==> src/core/fdf_pkg.sv <==
// package of the fault detection and filtering block: register map,
// field positions, reset values and timing constants.
// assumes a 32-bit classic wishbone slave port and a 10 MHz core clock.
package fdf_pkg;

  // register byte offsets
  localparam logic [7:0] FDF_SETUP_OFS   = 8'h00;
  localparam logic [7:0] FDF_STATUS_OFS  = 8'h04;
  localparam logic [7:0] FDF_OV_OFS      = 8'h08;
  localparam logic [7:0] FDF_UV_OFS      = 8'h0C;
  localparam logic [7:0] FDF_OT_OFS      = 8'h10;
  localparam logic [7:0] FDF_OW_OFS      = 8'h14;
  localparam logic [7:0] FDF_CMD_OFS     = 8'h18;
  localparam logic [7:0] FDF_IRQ_STS_OFS = 8'h1C;
  localparam logic [7:0] FDF_IRQ_CLR_OFS = 8'h20;
  localparam logic [7:0] FDF_IRQ_EN_OFS  = 8'h24;

  // setup register fields
  localparam int          FDF_SETUP_W      = 13;
  localparam logic [12:0] FDF_SETUP_RST    = 13'h0000;
  localparam int          FDF_PERIOD_LSB   = 0;
  localparam int          FDF_WIRE_SEL_BIT = 4;
  localparam int          FDF_CONFIRM_LSB  = 5;
  localparam int          FDF_TEMP_EN_LSB  = 8;
  localparam logic [3:0]  FDF_PERIOD_MAX   = 4'hC;

  // fault status bits
  localparam int FDF_ST_OV   = 0;
  localparam int FDF_ST_UV   = 1;
  localparam int FDF_ST_OT   = 2;
  localparam int FDF_ST_OW   = 3;
  localparam int FDF_ST_PACK = 4;
  localparam int FDF_ST_GND  = 5;
  localparam int FDF_ST_RAIL = 6;
  localparam int FDF_ST_CLK  = 7;
  localparam int FDF_ST_W    = 8;

  // command register bits
  localparam int FDF_CMD_VSCAN   = 0;
  localparam int FDF_CMD_MEASURE = 1;
  localparam int FDF_CMD_TSCAN   = 2;
  localparam int FDF_CMD_WSCAN   = 3;
  localparam int FDF_CMD_CONT    = 4;

  // interrupt bits: validated fault or rail or clock fault, scan sample taken
  localparam int FDF_IRQ_FAULT  = 0;
  localparam int FDF_IRQ_SAMPLE = 1;
  localparam int FDF_IRQ_W      = 2;

  // timing: shortest repeat interval and core clock
  localparam int FDF_BASE_INTERVAL_MS = 16;
  localparam int FDF_CLK_HZ           = 10_000_000;
  localparam int FDF_BASE_CYCLES      = FDF_BASE_INTERVAL_MS * (FDF_CLK_HZ / 1000);

endpackage

==> src/core/fdf_top.sv <==
// fault detection and filtering: supply and clock monitors, scan-driven
// sampling of cell limit results, confirmation filters and fault status.
// assumes comparator results arrive asynchronously on pins and software
// uses a classic wishbone master on clk_i.
//
// Functional notes
// supply rail excursion sets fault immediately
// oscillator deviation sets clock fault immediately
// per-cell fault bits OR into summaries
// pack-open and ground-open single status bits
// limit results updated only by scans
// voltage scan samples ov, uv, pack, ground
// cell measure samples ov and uv
// continuous scan re-samples every interval
// host repeats other scan commands itself
// fault valid after unbroken positive run
// confirm code selects run of 2^code
// repeat code selects 16 ms doubling interval
// independent filter per input, pack, ground
// negative sample restarts that filter
// status change clears all filters; the code clears them only when a host write changes the status
// host rewrites status to clear faults
// validated fault raises the alarm output
// fault bits stay set until host writes
`timescale 1ns/1ps
`default_nettype none
module fdf_top
  import fdf_pkg::*;
#(
  parameter int          N_CELLS     = 12,
  parameter int unsigned BASE_CYCLES = fdf_pkg::FDF_BASE_CYCLES
) (
  input  wire logic               clk_i,
  input  wire logic               rst_i,
  input  wire logic               wb_cyc_i,
  input  wire logic               wb_stb_i,
  input  wire logic               wb_we_i,
  input  wire logic [7:0]         wb_adr_i,
  input  wire logic [3:0]         wb_sel_i,
  input  wire logic [31:0]        wb_dat_i,
  output logic      [31:0]        wb_dat_o,
  output logic                    wb_ack_o,
  input  wire logic [2:0]         rail_out_of_window_i,
  input  wire logic               clock_source_fault_i,
  input  wire logic [N_CELLS-1:0] cell_ov_i,
  input  wire logic [N_CELLS-1:0] cell_uv_i,
  input  wire logic [N_CELLS-1:0] cell_ot_i,
  input  wire logic [N_CELLS-1:0] cell_ow_i,
  input  wire logic               pack_open_i,
  input  wire logic               gnd_open_i,
  output logic                    alarm_o,
  output logic                    irq_o
);
  import fdf_pkg::*;

  localparam int NF = 2 * N_CELLS + 2;
  localparam int NS = 3 + 1 + 4 * N_CELLS + 2;

  ////////////////////////////////////////////////////////////////////////
  // input synchronisers; stage one feeds stage two only
  logic [NS-1:0] sync1_reg;
  logic [NS-1:0] sync2_reg;

  always_ff @(posedge clk_i) begin
    if (rst_i) begin
      sync1_reg <= '0;
      sync2_reg <= '0;
    end else begin
      sync1_reg <= {gnd_open_i, pack_open_i, cell_ow_i, cell_ot_i, cell_uv_i, cell_ov_i,
                    clock_source_fault_i, rail_out_of_window_i};
      sync2_reg <= sync1_reg;
    end
  end

  logic [2:0]         rail_s;
  logic               clk_s;
  logic [N_CELLS-1:0] ov_s;
  logic [N_CELLS-1:0] uv_s;
  logic [N_CELLS-1:0] ot_s;
  logic [N_CELLS-1:0] ow_s;
  logic               pack_s;
  logic               gnd_s;
  assign rail_s = sync2_reg[2:0];
  assign clk_s  = sync2_reg[3];
  assign ov_s   = sync2_reg[4 +: N_CELLS];
  assign uv_s   = sync2_reg[4+N_CELLS +: N_CELLS];
  assign ot_s   = sync2_reg[4+2*N_CELLS +: N_CELLS];
  assign ow_s   = sync2_reg[4+3*N_CELLS +: N_CELLS];
  assign pack_s = sync2_reg[NS-2];
  assign gnd_s  = sync2_reg[NS-1];

  ////////////////////////////////////////////////////////////////////////
  // wishbone slave: ack one cycle after the request, writes at ack edge
  logic        ack_reg;
  logic [31:0] rdat_reg;
  logic        wr_en;
  logic        rd_take;
  assign wr_en   = wb_cyc_i & wb_stb_i & wb_we_i & ack_reg;
  assign rd_take = wb_cyc_i & wb_stb_i & ~ack_reg;
  assign wb_ack_o = ack_reg;
  assign wb_dat_o = rdat_reg;

  always_ff @(posedge clk_i) begin
    if (rst_i) begin
      ack_reg <= 1'b0;
    end else begin
      ack_reg <= wb_cyc_i & wb_stb_i & ~ack_reg;
    end
  end

  logic [31:0] wmask;
  logic [31:0] wdat;
  assign wmask = {{8{wb_sel_i[3]}}, {8{wb_sel_i[2]}}, {8{wb_sel_i[1]}}, {8{wb_sel_i[0]}}};
  assign wdat  = wb_dat_i & wmask;

  logic wr_setup, wr_status, wr_ov, wr_uv, wr_ot, wr_ow, wr_cmd, wr_iclr, wr_ien;
  assign wr_setup  = wr_en && wb_adr_i == FDF_SETUP_OFS;
  assign wr_status = wr_en && wb_adr_i == FDF_STATUS_OFS;
  assign wr_ov     = wr_en && wb_adr_i == FDF_OV_OFS;
  assign wr_uv     = wr_en && wb_adr_i == FDF_UV_OFS;
  assign wr_ot     = wr_en && wb_adr_i == FDF_OT_OFS;
  assign wr_ow     = wr_en && wb_adr_i == FDF_OW_OFS;
  assign wr_cmd    = wr_en && wb_adr_i == FDF_CMD_OFS;
  assign wr_iclr   = wr_en && wb_adr_i == FDF_IRQ_CLR_OFS;
  assign wr_ien    = wr_en && wb_adr_i == FDF_IRQ_EN_OFS;

  ////////////////////////////////////////////////////////////////////////
  // setup register
  logic [FDF_SETUP_W-1:0] fault_filter_setup_reg;
  logic [2:0]             confirm_count_code;
  logic [3:0]             repeat_period_code;
  assign confirm_count_code = fault_filter_setup_reg[FDF_CONFIRM_LSB +: 3];
  assign repeat_period_code = fault_filter_setup_reg[FDF_PERIOD_LSB +: 4];

  always_ff @(posedge clk_i) begin
    if (rst_i) begin
      fault_filter_setup_reg <= FDF_SETUP_RST;
    end else if (wr_setup) begin
      fault_filter_setup_reg <= (fault_filter_setup_reg & ~wmask[FDF_SETUP_W-1:0])
                              | wdat[FDF_SETUP_W-1:0];
    end
  end

  ////////////////////////////////////////////////////////////////////////
  // scan commands; only these sample the limit results
  logic cont_reg;
  logic vscan_reg, meas_reg, tscan_reg, wscan_reg;

  always_ff @(posedge clk_i) begin
    if (rst_i) begin
      cont_reg <= 1'b0;
    end else if (wr_cmd && wb_sel_i[0]) begin
      cont_reg <= wb_dat_i[FDF_CMD_CONT];
    end
  end

  // interval timer: base ticks of 16 ms, then 2^code base ticks, code clipped at 12
  logic [31:0] pre_cnt_reg;
  logic [12:0] ivl_cnt_reg;
  logic        base_tick;
  logic        ivl_tick;
  logic [3:0]  period_clip;
  logic [12:0] ivl_last;
  assign period_clip = (repeat_period_code > FDF_PERIOD_MAX) ? FDF_PERIOD_MAX
                                                              : repeat_period_code;
  assign ivl_last  = 13'((32'd1 << period_clip) - 32'd1);
  assign base_tick = cont_reg && pre_cnt_reg == 32'(BASE_CYCLES - 1);
  assign ivl_tick  = base_tick && ivl_cnt_reg == ivl_last;

  always_ff @(posedge clk_i) begin
    if (rst_i || !cont_reg) begin
      pre_cnt_reg <= '0;
      ivl_cnt_reg <= '0;
    end else if (base_tick) begin
      pre_cnt_reg <= '0;
      ivl_cnt_reg <= ivl_tick ? 13'h0000 : ivl_cnt_reg + 13'h0001;
    end else begin
      pre_cnt_reg <= pre_cnt_reg + 32'h0000_0001;
    end
  end

  // one-cycle sample strobes, one cycle after the command write
  always_ff @(posedge clk_i) begin
    if (rst_i) begin
      vscan_reg <= 1'b0;
      meas_reg  <= 1'b0;
      tscan_reg <= 1'b0;
      wscan_reg <= 1'b0;
    end else begin
      vscan_reg <= (wr_cmd && wb_sel_i[0] && wb_dat_i[FDF_CMD_VSCAN]) || ivl_tick;
      meas_reg  <= wr_cmd && wb_sel_i[0] && wb_dat_i[FDF_CMD_MEASURE];
      tscan_reg <= (wr_cmd && wb_sel_i[0] && wb_dat_i[FDF_CMD_TSCAN]) || ivl_tick;
      wscan_reg <= (wr_cmd && wb_sel_i[0] && wb_dat_i[FDF_CMD_WSCAN]) || ivl_tick;
    end
  end

  logic cell_sample;
  logic supply_sample;
  assign cell_sample   = vscan_reg | meas_reg;
  assign supply_sample = vscan_reg;

  ////////////////////////////////////////////////////////////////////////
  // confirmation filters: cells ov, cells uv, pack, ground
  logic [NF-1:0] pos;
  logic [NF-1:0] smp;
  logic [NF-1:0] filt_set;
  logic          filt_clr;
  logic [7:0]    target;
  logic [7:0]    cnt_q [NF];
  assign pos    = {gnd_s, pack_s, uv_s, ov_s};
  assign smp    = {supply_sample, supply_sample, {2*N_CELLS{cell_sample}}};
  assign target = 8'(8'h01 << confirm_count_code);

  genvar gi;
  generate
    for (gi = 0; gi < NF; gi++) begin : g_filt
      logic [7:0] cnt_reg;
      logic [7:0] cnt_inc;
      assign cnt_inc = cnt_reg + 8'h01;
      assign cnt_q[gi] = cnt_reg;
      // a single counter per input keeps each run independent
      always_ff @(posedge clk_i) begin
        if (rst_i || filt_clr) begin
          cnt_reg <= 8'h00;
        end else if (smp[gi] && !pos[gi]) begin
          cnt_reg <= 8'h00;
        end else if (smp[gi] && cnt_reg < target) begin
          cnt_reg <= cnt_inc;
        end
      end
      assign filt_set[gi] = smp[gi] && pos[gi] && !filt_clr && cnt_inc >= target;
    end
  endgenerate

  ////////////////////////////////////////////////////////////////////////
  // per-cell fault bits and status; set wins over a host write
  logic [N_CELLS-1:0] cell_ov_reg, cell_uv_reg, cell_ot_reg, cell_ow_reg;
  logic               pack_reg, gnd_reg, rail_reg, clkf_reg;
  logic [FDF_ST_W-1:0] status;
  logic [FDF_ST_W-1:0] status_prev_reg;

  always_ff @(posedge clk_i) begin
    if (rst_i) begin
      cell_ov_reg <= '0;
      cell_uv_reg <= '0;
      cell_ot_reg <= '0;
      cell_ow_reg <= '0;
    end else begin
      cell_ov_reg <= (wr_ov ? wdat[N_CELLS-1:0]
                    : (wr_status && !wdat[FDF_ST_OV]) ? '0 : cell_ov_reg)
                   | filt_set[N_CELLS-1:0];
      cell_uv_reg <= (wr_uv ? wdat[N_CELLS-1:0]
                    : (wr_status && !wdat[FDF_ST_UV]) ? '0 : cell_uv_reg)
                   | filt_set[2*N_CELLS-1:N_CELLS];
      // temperature and open-wire results are taken as sampled, unfiltered
      cell_ot_reg <= (wr_ot ? wdat[N_CELLS-1:0]
                    : (wr_status && !wdat[FDF_ST_OT]) ? '0 : cell_ot_reg)
                   | (tscan_reg ? ot_s : '0);
      cell_ow_reg <= (wr_ow ? wdat[N_CELLS-1:0]
                    : (wr_status && !wdat[FDF_ST_OW]) ? '0 : cell_ow_reg)
                   | (wscan_reg ? ow_s : '0);
    end
  end

  always_ff @(posedge clk_i) begin
    if (rst_i) begin
      pack_reg <= 1'b0;
      gnd_reg  <= 1'b0;
      rail_reg <= 1'b0;
      clkf_reg <= 1'b0;
    end else begin
      pack_reg <= (wr_status ? wdat[FDF_ST_PACK] : pack_reg) | filt_set[NF-2];
      gnd_reg  <= (wr_status ? wdat[FDF_ST_GND]  : gnd_reg)  | filt_set[NF-1];
      rail_reg <= (wr_status ? wdat[FDF_ST_RAIL] : rail_reg) | (|rail_s);
      clkf_reg <= (wr_status ? wdat[FDF_ST_CLK]  : clkf_reg) | clk_s;
    end
  end

  assign status = {clkf_reg, rail_reg, gnd_reg, pack_reg,
                   |cell_ow_reg, |cell_ot_reg, |cell_uv_reg, |cell_ov_reg};

  // only a host-side change resets the filters, so one validated fault
  // does not restart the count on the others
  always_ff @(posedge clk_i) begin
    if (rst_i) begin
      status_prev_reg <= '0;
    end else begin
      status_prev_reg <= status;
    end
  end

  logic host_wrote_reg;
  always_ff @(posedge clk_i) begin
    if (rst_i) begin
      host_wrote_reg <= 1'b0;
    end else begin
      host_wrote_reg <= wr_status | wr_ov | wr_uv | wr_ot | wr_ow;
    end
  end
  assign filt_clr = host_wrote_reg && status != status_prev_reg;

  assign alarm_o = |status;

  ////////////////////////////////////////////////////////////////////////
  // interrupts: sticky status, write-one clear, enable
  logic [FDF_IRQ_W-1:0] irq_sts_reg, irq_en_reg, irq_evt;
  assign irq_evt = {vscan_reg | meas_reg | tscan_reg | wscan_reg,
                    |filt_set || (|rail_s) || clk_s};

  always_ff @(posedge clk_i) begin
    if (rst_i) begin
      irq_sts_reg <= '0;
      irq_en_reg  <= '0;
    end else begin
      irq_sts_reg <= (irq_sts_reg & ~(wr_iclr ? wdat[FDF_IRQ_W-1:0] : '0)) | irq_evt;
      if (wr_ien) begin
        irq_en_reg <= wdat[FDF_IRQ_W-1:0];
      end
    end
  end
  assign irq_o = |(irq_sts_reg & irq_en_reg);

  ////////////////////////////////////////////////////////////////////////
  // read mux, unmapped addresses read zero
  always_ff @(posedge clk_i) begin
    if (rst_i) begin
      rdat_reg <= 32'h0000_0000;
    end else if (rd_take) begin
      case (wb_adr_i)
        FDF_SETUP_OFS:   rdat_reg <= 32'(fault_filter_setup_reg);
        FDF_STATUS_OFS:  rdat_reg <= 32'(status);
        FDF_OV_OFS:      rdat_reg <= 32'(cell_ov_reg);
        FDF_UV_OFS:      rdat_reg <= 32'(cell_uv_reg);
        FDF_OT_OFS:      rdat_reg <= 32'(cell_ot_reg);
        FDF_OW_OFS:      rdat_reg <= 32'(cell_ow_reg);
        FDF_CMD_OFS:     rdat_reg <= 32'(cont_reg) << FDF_CMD_CONT;
        FDF_IRQ_STS_OFS: rdat_reg <= 32'(irq_sts_reg);
        FDF_IRQ_EN_OFS:  rdat_reg <= 32'(irq_en_reg);
        default:         rdat_reg <= 32'h0000_0000;
      endcase
    end
  end
endmodule
`default_nettype wire

==> config.mk <==
export PLATFORM = sky130hd
export DESIGN_NAME = fdf_top
export DESIGN_NICKNAME = d
export VERILOG_FILES = /design/src/core/fdf_pkg.sv /design/src/core/fdf_top.sv
export SDC_FILE = /design/constraint.sdc
export NUM_CORES = 1
export LEC_CHECK = 0
export BUFFER_PORTS_ARGS = -buffer_cell sky130_fd_sc_hd__buf_2
export CORE_ASPECT_RATIO = 1.1
export CORE_MARGIN = 2
export CORE_UTILIZATION = 68
export DETAILED_ROUTE_END_ITERATION = 8
export PLACE_DENSITY = 0.93
export SETUP_SLACK_MARGIN = 0.1
export SLEW_MARGIN = 20
export SYNTH_ARGS = -nofsm -noshare
export SYNTH_HDL_FRONTEND = slang
export SYNTH_SLANG_ARGS = --single-unit
==> constraint.sdc <==
create_clock -name clk_i -period 18.37 [get_ports clk_i]
set_input_delay 0.9185 -clock clk_i [delete_from_list [all_inputs] [get_ports clk_i]]
set_output_delay 0.9185 -clock clk_i [all_outputs]
set_load 0.01 [all_outputs]
# After elaboration in Yosys (flattened, before gate mapping)

Index checks and enable logic that the tools add are counted.

Input port bits: 103
Logic and storage cells: 418
Output and inout bits: 35
Register bits after elaboration: 477

Eq/ne operators: 12
Add/subtract/negate cells: 29
Magnitude comparators: 53
Reductions and logical operators: 226
Shift operators: 2
Mux-type cells: 18
Bitwise gates (word level): 28

Operators with widths:

| kind                                                   | number |
|---|---|
| adder 8 x 1 -> 8 bit (second input constant)           | 26 |
| greater-or-equal comparator 8 bit                      | 26 |
| less-than comparator 8 bit                             | 26 |
| logical AND 1 bit                                      | 151 |
| two-way mux 12 bit                                     | 10 |
| case mux 13 bit (9 select lines)                       | 1 |
| OR reduction 2 bit                                     | 28 |
| OR reduction 52 bit                                    | 1 |
| bitwise OR 12 bit                                      | 4 |
| OR reduction 12 bit                                    | 4 |
| adder 32 x 1 -> 32 bit (second input constant)         | 1 |
| equality test 32 x 18 -> 1 bit (second input constant) | 1 |
| equality test 8 x 5 -> 1 bit (second input constant)   | 4 |
| zero test 1 bit                                        | 32 |
| bitwise AND 13 bit                                     | 2 |
| OR reduction 26 bit                                    | 1 |
| equality test 8 x 4 -> 1 bit (second input constant)   | 2 |
| equality test 8 x 6 -> 1 bit (second input constant)   | 2 |
| adder 13 x 1 -> 13 bit (second input constant)         | 1 |
| equality test 13 bit                                   | 1 |
| two-way mux 13 bit                                     | 1 |
| inverter 13 bit                                        | 1 |
| bitwise OR 13 bit                                      | 1 |
| left shift 1 x 4 -> 13 bit (first input constant)      | 1 |
| other kinds (17)                                       | 40 |

# Longest topological paths before layout

Word-level depth: 10
Depth in mapped cells: 14
Depth with buffers taken out: 13

# Worst setup path after synthesis

OpenSTA, ideal clock, no wires.

Kind: flip-flop to flip-flop
From: register with a tool-made name
To: register irq_sts_reg[0]
Slack: 12611 ps
Clock period less this slack: 5759 ps
Setup time: 126 ps
Cell stages (with the launch flop): 12
Required time: 18244 ps
Buffers on the path: 1
Data arrival time: 5634 ps
Path through: dfxtp_1 > clkbuf_1 > nor3_1 > ha_1 > nand2_1 > a2111oi_0 > o21bai_1 > a2111oi_0 > nor2_1 > or4_1 > a22oi_1 > o21ai_0

RTL lines:

| element                | line           | source |
|---|---|---|
| end signal: assignment | fdf_top.sv:315 | `irq_sts_reg <= (irq_sts_reg & ~(wr_iclr ? wdat[FDF_IRQ_W-1:0] : '0)) \| irq_evt;` |
| end: declaration       | fdf_top.sv:306 | `logic [FDF_IRQ_W-1:0] irq_sts_reg, irq_en_reg, irq_evt;` |

==> flow_metrics.py <==
metrics = {
    "status": {
        "outcome": "completed",
    },
    "sta": {
        "relSlewSlack_pct": 26.6,
        "hold_viol_final": 0,
        "setup_viol": 0,
        "fmax_mhz": 223,
        "worstMarginPinSlew_ns": 1.10,
        "fin_crit_sh_pct": 24.4,
        "setup_tns_ns": 0,
        "rsz0062_at_grt": "false",
        "finalWorstSetupSlack_ns": 13.88,
        "fin_crit_ns": 4.49,
        "hold_slack_ns": 0.430,
        "slew_viol_final": 0,
        "fin_worst_skew_ns": 0.0411,
    },
    "pwr": {
        "leakage_nw": 13.6,
        "p_int_mw": 1.59,
        "p_seq_share_pct": 48.8,
        "pwr-share-comb_pct": 2.9,
        "power.total_mw": 2.07,
        "p_switching_mw": 0.480,
        "peakVddDrop_mv": 0.0800,
        "powerDensity_nw_per_um2": 67.0,
        "power.share.clock_pct": 48.2,
        "switching_share_pct": 23.2,
    },
    "drt": {
        "drtAntennaViolNets": 0,
        "via_per_inst": 6.35,
        "drtIter0Drc": 1989,
        "firstDrtPassIters": 8,
        "via_count": 24531,
        "route.detailed.drc": 0,
        "routed_wl_um": 75000,
        "routedWlPerCell_um": 19.4,
    },
    "floorplan": {
        "core.rowCount": 78,
        "ios": 138,
        "initial_core_util_pct": 68.9,
        "die-area_sq_um": 43400,
        "die_w_um": 199,
        "coreArea_sq_um": 41200,
        "die_h_um": 218,
    },
    "synth": {
        "synthCells": 3179,
        "yosys_warnings": 0,
        "yosys.cell_types.count": 64,
        "synthesis.area_sq_um": 28400,
        "synth.most_common_cell": "dfxtp_1",
        "yosys_most_used_dff": "dfxtp_1",
        "yosysSeqAreaShare_pct": 32.3,
        "synth_edf_count": 0,
        "synth_top_area_cell": "dfxtp_1",
        "ys_seq_elements": 458,
        "synthArstFlopShare_pct": 0,
        "synthTopCellsByCount": "458 x dfxtp_1, 445 x ha_1, 346 x nor2_1, 316 x xor2_1, 283 x nand2_1",
        "synth_top_area_share_pct": 32.3,
        "postSynthAreaPerCell_sq_um": 8.93,
        "synth_top_cells_by_area": "dfxtp_1 32%, ha_1 20%, xor2_1 9.8%",
    },
    "min_path": {
        "hp-class": "flop to flop",
    },
    "worst_setup_path": {
        "worst_ep_required_time_ns": 18.86,
        "cp-end-kind": "flop",
        "cp-start-kind": "flop",
        "crit_arrival_ns": 4.98,
        "crit_fanout": 44,
        "worstSetupPathType": "flop to flop",
    },
    "clocking": {
        "clk_pin_slew_ns": 0.07,
        "htree_num_levels": 2,
        "clkLatencyLatePin_ns": 0.63,
        "cts_buffer_depth": 3,
        "cts_buffers": 48,
        "cts_tree": "built",
        "cts_sinks": 458,
        "cts_resized": 0,
        "cts_hold_buf": 0,
        "clockRootBuffer": "clkbuf_16",
        "postCtsSetupBuffers": 0,
    },
    "placement": {
        "hpwl_um": 48400,
        "port_buffers": 97,
        "place_congestion": 0.959,
        "pre_cts_slack_ns": 14.06,
        "placed_cell_area_sq_um": 29300,
        "dp.cells": 3774,
    },
    "finish": {
        "area_growth_pct": 8.94,
        "nFillCells": 2612,
        "nNetsFinal": 3812,
        "layout-drive-gt1-share_pct": 6.96,
        "multi_input_area_sq_um": 18700,
        "fin_cells": 3863,
        "post-route-util_pct": 75.1,
        "design_area_sq_um": 30900,
        "ff_latch_area_sq_um": 9170,
        "diodes": 0,
        "largest_register_ffs": 208,
    },
    "global_routing": {
        "grt_pass1_wl_um": 121000,
        "grt-ovfl-total": 0,
        "grt_pass1_vias": 25189,
        "track_usage_pct": 34.4,
        "antenna_found_initial": 0,
        "grt_max_degree": 119,
    },
    "job": {
        "drv_cap": 0,
    },
}
layout by cell type, fill, tap and decap left out, drive strengths merged, types with 21 or more instances in the layout:
cell type | netlist | routed
dfxtp | 458 | 458
ha | 445 | 445
nor2 | 346 | 346
xor2 | 316 | 316
nand2 | 283 | 283
a21oi | 169 | 169
nor2b | 142 | 142
o21ai | 142 | 142
and3 | 125 | 125
buf | 29 | 110
nand3 | 79 | 79
xnor2 | 75 | 75
clkbuf | 64 | 63
nor3 | 50 | 50
mux2i | 45 | 45
o21a | 40 | 40
a22oi | 38 | 38
inv | 35 | 36
a31oi | 35 | 35
or3 | 28 | 28
nand2b | 26 | 26
nor4 | 25 | 25
a222oi | 23 | 23
and2 | 21 | 21
kinds of logic (layout without fill, tap and decap cells):
logic type / Yosys count / count (layout) / synth area share (%)
compound gates: 546 / 546 / 12.6
fa+ha+maj: 445 / 445 / 19.6
mux: 46 / 46 / 1.63
buf+inv: 128 / 234 / 2.05
flops: 458 / 458 / 32.3
xor+xnor: 391 / 391 / 12.1
simple gates: 1164 / 1164 / 19.7
other cells: 1 / 19 / 0.0132
power by group through the flow:
stage	Combinational, mW	Sequential, mW	Clock, mW
after global routing	0.0641	1.01	1.04
after CTS	0.0585	1.01	1.00
after global placement	0.0563	1.03	0
final	0.0604	1.01	1.00
after floorplan	0.0378	1.03	0
after detailed placement	0.0577	1.03	0
area by class of cell:
type / instances / area share [%]
multi-input cells: 2611 / 60.5
inverters: 35 / 0.425
flip-flops and latches: 458 / 29.7
clock buffers: 63 / 4.26
repair buffers: 110 / 1.91
well taps: 560 / 2.27
clock inverters: 26 / 0.939
critical path, stage by stage (launching register included):
cell       delay (ns)
dfxtp_1          0.42
nor3_2           0.90
buf_4            0.72
ha_1             0.27
nand2_1          0.06
a2111oi_0        0.42
o21bai_1         0.14
a2111oi_0        0.42
nor2_1           0.11
or4_1            0.49
a22oi_1          0.24
o21ai_0          0.14
path summary, 6_finish.rpt:
kind                             from                         to  slack (ns)  cells past startpoint
max                              flop  irq_sts_reg[0]$_SDFF_PP0_       13.88                     11
min reg2reg  sync1_reg[24]$_SDFF_PP0_   sync2_reg[24]$_SDFF_PP0_        0.43                      1
min          sync1_reg[24]$_SDFF_PP0_   sync2_reg[24]$_SDFF_PP0_        0.43                      1
max reg2reg                      flop  irq_sts_reg[0]$_SDFF_PP0_       13.88                     11
metal layers:
metal  vias to the layer above  routed length, um  global-route usage (%)
met4                         0               4810                    21.6
li1                      11339                  -                       -
met1                     11554              27900                    38.3
met5                         -                  0                       0
met2                      1221              35900                    59.5
met3                       417               6360                    7.35
(Power assumes the default switching activity.)
